<file path="config.mk">
export PLATFORM = sky130hd
export DESIGN_NAME = spm_pin_mux
export DESIGN_NICKNAME = d
export VERILOG_FILES = /design/src/hw/spm_pkg.sv /design/src/hw/spm_pin_mux.sv
export VERILOG_INCLUDE_DIRS = /design/src /design/src/hw
export SDC_FILE = /design/constraint.sdc
export NUM_CORES = 1
export LEC_CHECK = 0
export BUFFER_PORTS_ARGS = -buffer_cell sky130_fd_sc_hd__buf_2
export CORE_MARGIN = 2
export CORE_UTILIZATION = 40
export CTS_CLUSTER_SIZE = 8
export DETAILED_ROUTE_END_ITERATION = 12
export PLACE_DENSITY = 0.75
export RECOVER_POWER = 25
export SKIP_CTS_REPAIR_TIMING = 1
export SYNTH_ARGS = -nofsm -noshare
export SYNTH_HDL_FRONTEND = slang
export SYNTH_SLANG_ARGS = --single-unit
</file>
<file path="constraint.sdc">
create_clock -name clock -period 0.8 [get_ports clock]
set_clock_uncertainty 0.1 [all_clocks]
set_input_delay 0.24 -clock clock [delete_from_list [all_inputs] [get_ports clock]]
set_output_delay 0.24 -clock clock [all_outputs]
set_load 0.01 [all_outputs]
</file>
<file path="src/hw/spm_defines.svh">
// Constants for the serial control pin multiplexer
`ifndef SPM_DEFINES_SVH
`define SPM_DEFINES_SVH
`define SPM_NUM_PINS 3
`define SPM_IDX_CTRL0 0
`define SPM_IDX_CTRL1 1
`define SPM_IDX_CTRL2 2
`define SPM_RST_SEL 3'h0
`define SPM_RST_DIR 3'h0
`define SPM_RST_OUT 3'h0
`define SPM_RST_SYNC 1'h0
`define SPM_RST_FLAG_IN 3'h0
`define SPM_RST_FSYNC_IN 1'h0
`define SPM_RST_PORT_IN 3'h0
`endif

</file>
<file path="src/hw/spm_pkg.sv">
// Types for the serial control pin multiplexer
package spm_pkg;
	// Per-pin drive request from the serial interface or from port logic
	typedef struct packed {
		logic [2:0] dout;
		logic [2:0] oe;
	} spm_drive_t;
	// Serial clocking mode as the serial interface sees it
	typedef enum logic [1:0] {
		SPM_MODE_ASYNC = 2'h1,
		SPM_MODE_SYNC = 2'h2
	} spm_mode_t;
endpackage : spm_pkg

</file>
<file path="src/hw/spm_pin_mux.sv">
// Pin function selection for serial control pins 0..2 and port bits
//----------------------------------------------------------------------
//----------------------------------------------------------------------
`include "spm_defines.svh"

module spm_pin_mux
	import spm_pkg::*;
#(
	parameter int NUM_PINS = `SPM_NUM_PINS
) (
	input wire logic clock,
	input wire logic reset,
	input wire logic sync_mode,
	input wire logic [2:0] serial_sel,
	input wire logic [2:0] flag_out,
	input wire logic [2:0] flag_dir,
	input wire logic fsync_out,
	input wire logic fsync_dir,
	input wire logic [2:0] port_out,
	input wire logic [2:0] port_dir,
	input wire logic [2:0] pin_in,
	output logic [2:0] pin_out,
	output logic [2:0] pin_oe,
	output logic [2:0] flag_in,
	output logic fsync_in,
	output logic [2:0] port_in
);

	//------------------------------------------------------------------
	// Input synchronisers
	//------------------------------------------------------------------
	logic [2:0] pin_meta_q;
	logic [2:0] pin_sync_q;

	// Pads move with no regard for the clock, so each pin gets two
	// stages; only the second stage is read, the first may be unsettled
	for (genvar i = 0; i < NUM_PINS; i++) begin : g_pin_sync
		always_ff @(posedge clock) begin
			if (reset) begin
				pin_meta_q[i] <= `SPM_RST_SYNC;
				pin_sync_q[i] <= `SPM_RST_SYNC;
			end else begin
				pin_meta_q[i] <= pin_in[i];
				pin_sync_q[i] <= pin_meta_q[i];
			end
		end
	end

	//------------------------------------------------------------------
	// Function decode
	//------------------------------------------------------------------
	// Serial role of each pin; control 1 splits again on the clocking
	wire ctrl0_is_flag = serial_sel[`SPM_IDX_CTRL0];
	// Control 1 is frame sync in async mode, a flag in sync mode
	wire ctrl1_is_fsync = serial_sel[`SPM_IDX_CTRL1] & ~sync_mode;
	wire ctrl1_is_flag = serial_sel[`SPM_IDX_CTRL1] & sync_mode;
	// Control 2 has no flag role, so its mode bit is not consulted
	wire ctrl2_is_fsync = serial_sel[`SPM_IDX_CTRL2];
	// A net, so that each pin's slice can carry its own assignment
	wire spm_drive_t drive_d;

	// Control 0 flag path; independent from control 1
	assign drive_d.dout[0] = serial_sel[0] ? flag_out[0] : port_out[0];
	assign drive_d.oe[0] = serial_sel[0] ? flag_dir[0] : port_dir[0];
	// Control 1: frame sync, flag, or port bit 4
	assign drive_d.dout[1] = ctrl1_is_fsync ? fsync_out :
		ctrl1_is_flag ? flag_out[1] : port_out[1];
	assign drive_d.oe[1] = ctrl1_is_fsync ? fsync_dir :
		ctrl1_is_flag ? flag_dir[1] : port_dir[1];
	// Control 2 carries frame sync only, else port bit 5
	assign drive_d.dout[2] = serial_sel[2] ? fsync_out : port_out[2];
	assign drive_d.oe[2] = serial_sel[2] ? fsync_dir : port_dir[2];

	// Each reader sees a pin only while the pin holds its role, so a
	// port read never shows serial traffic and the reverse
	wire [2:0] flag_in_d = {1'h0, pin_sync_q[1] & ctrl1_is_flag,
		pin_sync_q[0] & ctrl0_is_flag};
	// Control 2 wins if both pins were given frame sync at once
	wire fsync_in_d = ctrl2_is_fsync ? pin_sync_q[2] :
		(ctrl1_is_fsync & pin_sync_q[1]);
	wire [2:0] port_in_d = pin_sync_q & ~serial_sel;

	//------------------------------------------------------------------
	// Output registers
	//------------------------------------------------------------------
	// Reset values make every pin a released port input; registering
	// the pad controls costs a cycle but keeps glitches off the pins
	always_ff @(posedge clock) begin
		if (reset) begin
			pin_out <= `SPM_RST_OUT;
			pin_oe <= `SPM_RST_DIR;
			flag_in <= `SPM_RST_FLAG_IN;
			fsync_in <= `SPM_RST_FSYNC_IN;
			port_in <= `SPM_RST_PORT_IN;
		end else begin
			pin_out <= drive_d.dout;
			pin_oe <= drive_d.oe;
			flag_in <= flag_in_d;
			fsync_in <= fsync_in_d;
			port_in <= port_in_d;
		end
	end

	//------------------------------------------------------------------
	// Checks
	//------------------------------------------------------------------
	//------------------------------------------------------------------
	// Checks: reset
	//------------------------------------------------------------------
	// Any edge in reset leaves every output at its idle value
	a_reset_clear: assert property (@(posedge clock)
		reset |=> pin_oe == 3'h0 && pin_out == 3'h0 &&
		flag_in == 3'h0 && port_in == 3'h0 && !fsync_in)
		else $error("outputs not idle in reset");

	// Leaving reset, the pads are still released port inputs
	a_reset_input: assert property (@(posedge clock)
		$fell(reset) |-> pin_oe == 3'h0 && pin_out == 3'h0)
		else $error("pins not released after reset");

	//------------------------------------------------------------------
	// Checks: pad drive
	//------------------------------------------------------------------
	// Control 0 as a flag carries the flag value and direction
	a_ctrl0_flag: assert property (@(posedge clock)
		disable iff (reset)
		serial_sel[0] |=> pin_out[0] == $past(flag_out[0]) &&
		pin_oe[0] == $past(flag_dir[0]))
		else $error("control 0 flag wrong");

	// Asynchronous clocking turns control 1 into frame sync
	a_ctrl1_fsync: assert property (@(posedge clock)
		disable iff (reset)
		(serial_sel[1] && !sync_mode) |=>
		pin_oe[1] == $past(fsync_dir) && pin_out[1] == $past(fsync_out))
		else $error("control 1 not frame sync in async");

	// Synchronous clocking turns control 1 into a flag
	a_ctrl1_flag: assert property (@(posedge clock)
		disable iff (reset)
		(serial_sel[1] && sync_mode) |=>
		pin_out[1] == $past(flag_out[1]) && pin_oe[1] == $past(flag_dir[1]))
		else $error("control 1 not flag in sync");

	// The clocking mode alone decides which role control 1 takes
	a_ctrl1_mode: assert property (@(posedge clock)
		disable iff (reset)
		serial_sel[1] |=> pin_out[1] == ($past(sync_mode) ?
		$past(flag_out[1]) : $past(fsync_out)))
		else $error("control 1 role wrong");

	// Both flags at once still follow their own inputs bit by bit
	a_flag_indep: assert property (@(posedge clock)
		disable iff (reset)
		(serial_sel[0] && serial_sel[1] && sync_mode) |=>
		pin_out[1:0] == $past(flag_out[1:0]) &&
		pin_oe[1:0] == $past(flag_dir[1:0]))
		else $error("flags not independent");

	// Without its serial role the control 1 pin is port bit 4
	a_port_bit4: assert property (@(posedge clock)
		disable iff (reset)
		!serial_sel[1] |=> pin_out[1] == $past(port_out[1]) &&
		pin_oe[1] == $past(port_dir[1]))
		else $error("port bit 4 wrong");

	// Control 2 only ever carries frame sync
	a_ctrl2_fsync: assert property (@(posedge clock)
		disable iff (reset)
		serial_sel[2] |=> pin_out[2] == $past(fsync_out) &&
		pin_oe[2] == $past(fsync_dir))
		else $error("control 2 not frame sync");

	// Without its serial role the control 2 pin is port bit 5
	a_port_bit5: assert property (@(posedge clock)
		disable iff (reset)
		!serial_sel[2] |=> pin_oe[2] == $past(port_dir[2]) &&
		pin_out[2] == $past(port_out[2]))
		else $error("port bit 5 wrong");

	// Control 0 in port role follows the port direction and value
	a_port_bit0: assert property (@(posedge clock)
		disable iff (reset)
		!serial_sel[0] |=> pin_out[0] == $past(port_out[0]) &&
		pin_oe[0] == $past(port_dir[0]))
		else $error("port bit on control 0 wrong");

	//------------------------------------------------------------------
	// Checks: pad release
	//------------------------------------------------------------------
	// A port input on control 0 must leave the pad undriven
	a_input_release: assert property (@(posedge clock)
		disable iff (reset)
		(!serial_sel[0] && !port_dir[0]) |=> !pin_oe[0])
		else $error("input pin driven");

	// Frame sync input on control 1 must leave the pad undriven
	a_ctrl1_release: assert property (@(posedge clock)
		disable iff (reset)
		(serial_sel[1] && !sync_mode && !fsync_dir) |=> !pin_oe[1])
		else $error("control 1 input driven");

	// Frame sync input on control 2 must leave the pad undriven
	a_ctrl2_release: assert property (@(posedge clock)
		disable iff (reset)
		(serial_sel[2] && !fsync_dir) |=> !pin_oe[2])
		else $error("control 2 input driven");

	//------------------------------------------------------------------
	// Checks: pad read
	//------------------------------------------------------------------
	// Port reads show nothing of pins that are in a serial role
	a_port_in_mask: assert property (@(posedge clock)
		disable iff (reset)
		serial_sel != 3'h0 |=> (port_in & $past(serial_sel)) == 3'h0)
		else $error("port read shows serial pin");

	// Control 1 reads as a flag only in synchronous clocking
	a_flag_in_mask: assert property (@(posedge clock)
		disable iff (reset)
		!(serial_sel[1] && sync_mode) |=> !flag_in[1])
		else $error("control 1 flag read out of role");

	// Selected control 2 is the frame sync source
	a_fsync_src: assert property (@(posedge clock)
		disable iff (reset)
		serial_sel[2] |=> fsync_in == $past(pin_sync_q[2]))
		else $error("frame sync not read from control 2");

	// In synchronous clocking control 1 gives no frame sync
	a_fsync_sync_mode: assert property (@(posedge clock)
		disable iff (reset)
		(!serial_sel[2] && sync_mode) |=> !fsync_in)
		else $error("frame sync read in sync mode");

endmodule : spm_pin_mux

</file>
==> flow_summary_export.csv <==
group,metric,value,unit
run_status,status,"finished, violations left",
run_status,violations,"setup timing",
worst_setup_path,rr_startpoint,"pin_sync_q[1]$_SDFF_PP0_",
hold_path,hold-path-endpoint,"pin_meta_q[1]$_SDFF_PP0_",
drt,wl,1040,um
clock_tree,cts_root_buf,"clkbuf_4",
synthesis,ys_seq_area_share,60.0,%
synthesis,synth_area_leaders,"dfxtp_1 60%, mux2i_1 10%, nor2b_1 6.3%",
sta,fin_crit_sh,134,%
layout,final_util,63.1,%
sta,hold_viol,0,
synthesis,ys_seq_elements,18,
worst_setup_path,path_max_fanout,1,
synthesis,syn-num-nets,72,
worst_setup_path,worst_r2r_path_depth,2,
worst_setup_path,start_kind,"flip-flop",
drt,firstDrtPassIters,4,
synthesis,synth.top_cell.area_share,60.0,%
clock_tree,clkTransAtPathRegs,0.10,ns
grt,antenna_found_initial,0,
grt,grt_max_degree,12,
placed_design,gp_congestion,0.673,
hold_path,worstHoldStart,"pin_in[1]",
grt,grt_pass1_vias,404,
synthesis,ys_types,13,
synthesis,yosysTopAreaCell,"dfxtp_1",
drt,vias,457,
sta,fin_crit,1.07,ns
clock_tree,clock_sinks,18,
pwr,power.leakage,0.426,nW
sta,setup_ws,-0.272,ns
sta,max_freq,933,MHz
layout,layout.nets,113,
grt,grt_usage,11.4,%
worst_setup_path,reg2reg_slack,0.06,ns
floorplanning,die_h,42.8,um
hold_path,hold_path_class,"input port to flip-flop",
worst_setup_path,cp_slowest_cell,"dfxtp_1",
floorplanning,rows,13,
layout,diodes,0,
synthesis,syn_area,601,um2
layout,nFillCells,117,
worst_setup_path,cp_top_family,"flip-flops",
run,max-cap-violations,0,
synthesis,yosys_warnings,0,
pwr,combPwrFrac,11.5,%
synthesis,syn_avg_cell_area,12.3,um2
placed_design,pre_cts_slack,-0.121,ns
floorplanning,initial_core_util,44.5,%
sta,drv_slew,0,
pwr,power_density,1970,nW/um2
worst_setup_path,worstPathRequired,0.46,ns
pwr,p_seq_share,56.2,%
pwr,power.internal,1.32,mW
hold_path,whs_path_depth,2,
worst_setup_path,end_kind,"output pin",
drt,dr.first_iter.drc_count,4,
clock_tree,cts_buffers,3,
drt,via_per_inst,4.39,
clock_tree,htreeDepth,1,
clock_tree,cts_tree,"done",
pwr,sw_frac_of_total,21.6,%
sta,setup_violations,12,
placed_design,portBuffers,32,
drt,wl_per_cell,9.99,um
worst_setup_path,critical_path_class,"flip-flop to output pin",
pwr,p_sw,363,uW
placed_design,dpl.hpwl,820,um
clock_tree,clockBufferDepth,2,
worst_setup_path,worstPathBufferInverterCount,1,
floorplanning,dieArea,1830,um2
synthesis,syn-instance-count,49,
worst_setup_path,max_stage_delay,0.32,ns
worst_setup_path,worst_ep_arrival_time,0.73,ns
floorplanning,ios,36,
grt,overflow,0,
drt,drc,0,
layout,layout-drive-gt1-share,52.8,%
floorplanning,core_area,1350,um2
grt,grt_pass1_wl,1580,um
pwr,pwr-share-clk,32.3,%
pwr,vdd_drop_max,0.000922,V
sta,rsz0062_at_grt,"yes",
clock_tree,clk-insertion-delay-late,0.29,ns
worst_setup_path,crit_chain,"buf_2",
drt,drtAntennaViolNets,0,
layout,syn_to_final_growth,41.9,%
floorplanning,die_x,42.8,um
worst_setup_path,timing.rr.end,"fsync_in$_SDFF_PP0_",
## sequential cells by signal, summed over array words and instances, names as in the netlist
name        count
flag_in         2
fsync_in        1
pin_meta_q      3
pin_oe          3
pin_out         3
pin_sync_q      3
port_in         3
## layer usage
metal  routed length (um)  global-route usage (%)  vias to the layer above
met5                    0                       0                        -
met4                    0                    7.50                        0
met3                   48                    2.55                        0
met2                  564                    19.7                       14
met1                  425                    12.2                      200
li1                     -                       -                      243
## power groups by stage
| stage | combinational [mW] | clock [mW] | sequential, mW |
|---|---|---|---|
| 2_1_floorplan | 0.0685 | 0 | 0.979 |
| 5_1_grt | 0.211 | 0.600 | 0.948 |
| 4_1_cts | 0.196 | 0.554 | 0.944 |
| 6_report | 0.193 | 0.543 | 0.944 |
| 3_3_place_gp | 0.191 | 0 | 0.964 |
| 3_5_place_dp | 0.196 | 0 | 0.965 |
## cell families after synthesis
logic type | share of synthesized area [%]
buffers and inverters | 2.50
DFF | 60.0
other | 0.624
and+or+nand+nor | 21.9
AOI/OAI and AO/OA | 5.00
muxes | 10.0
## layout by cell type (no fill, tap or decap)
cell,count
a211oi_2,2
a21oi_2,1
and3b_1,1
and4b_1,1
buf_2,30
buf_4,5
buf_6,1
clkbuf_1,2
clkbuf_4,3
clkbuf_8,1
conb_1,1
dfxtp_1,17
dfxtp_2,1
mux2i_1,6
nand2_1,1
nand4bb_1,1
nor2_1,6
nor2b_1,6
nor3b_2,3
## stage by stage
step	setup TNS (ns)	std cells	instance area (um2)	power, mW	hold WS, ns
5_1_grt	-3.51	104	852	1.76	0.0621
4_1_cts	-3.20	104	846	1.69	0.0478
3_5_place_dp	-1.07	100	810	1.16	0.326
3_3_place_gp	-0.934	100	810	1.15	0.320
2_1_floorplan	0	49	601	1.05	0.210
6_report	-3.09	104	852	1.68	0.0544
## cells in the mapped netlist
master	instances
a211oi_2	2
a21oi_1	1
and3b_1	1
and4b_1	1
buf_4	2
conb_1	1
dfxtp_1	18
mux2i_1	6
nand2_1	1
nand4bb_1	1
nor2_1	6
nor2b_1	6
nor3b_2	3
## worst max-delay path by stage
stage                                    start               endpoint  slack, ns  cells past startpoint
after floorplan                      sync_mode   pin_oe[1]$_SDFF_PP0_       0.08                      2
after global placement               sync_mode  pin_out[1]$_SDFF_PP0_       -0.1                      3
after global routing      pin_oe[2]$_SDFF_PP0_              pin_oe[2]      -0.31                      1
after detailed placement                 reset  port_in[1]$_SDFF_PP0_      -0.12                      3
after CTS                 pin_oe[1]$_SDFF_PP0_              pin_oe[1]      -0.28                      1
final                     pin_oe[1]$_SDFF_PP0_              pin_oe[1]      -0.27                      1
## layout make-up
type	instances	area, um2	area share (%)
Timing Repair Buffer	38	206	24.2
Sequential cell	18	362	42.4
Tap cell	15	18.8	2.20
Clock buffer	4	36.3	4.26
Multi-Input combinational cell	29	229	26.9
No activity file was read; power rests on OpenSTA's default activity.
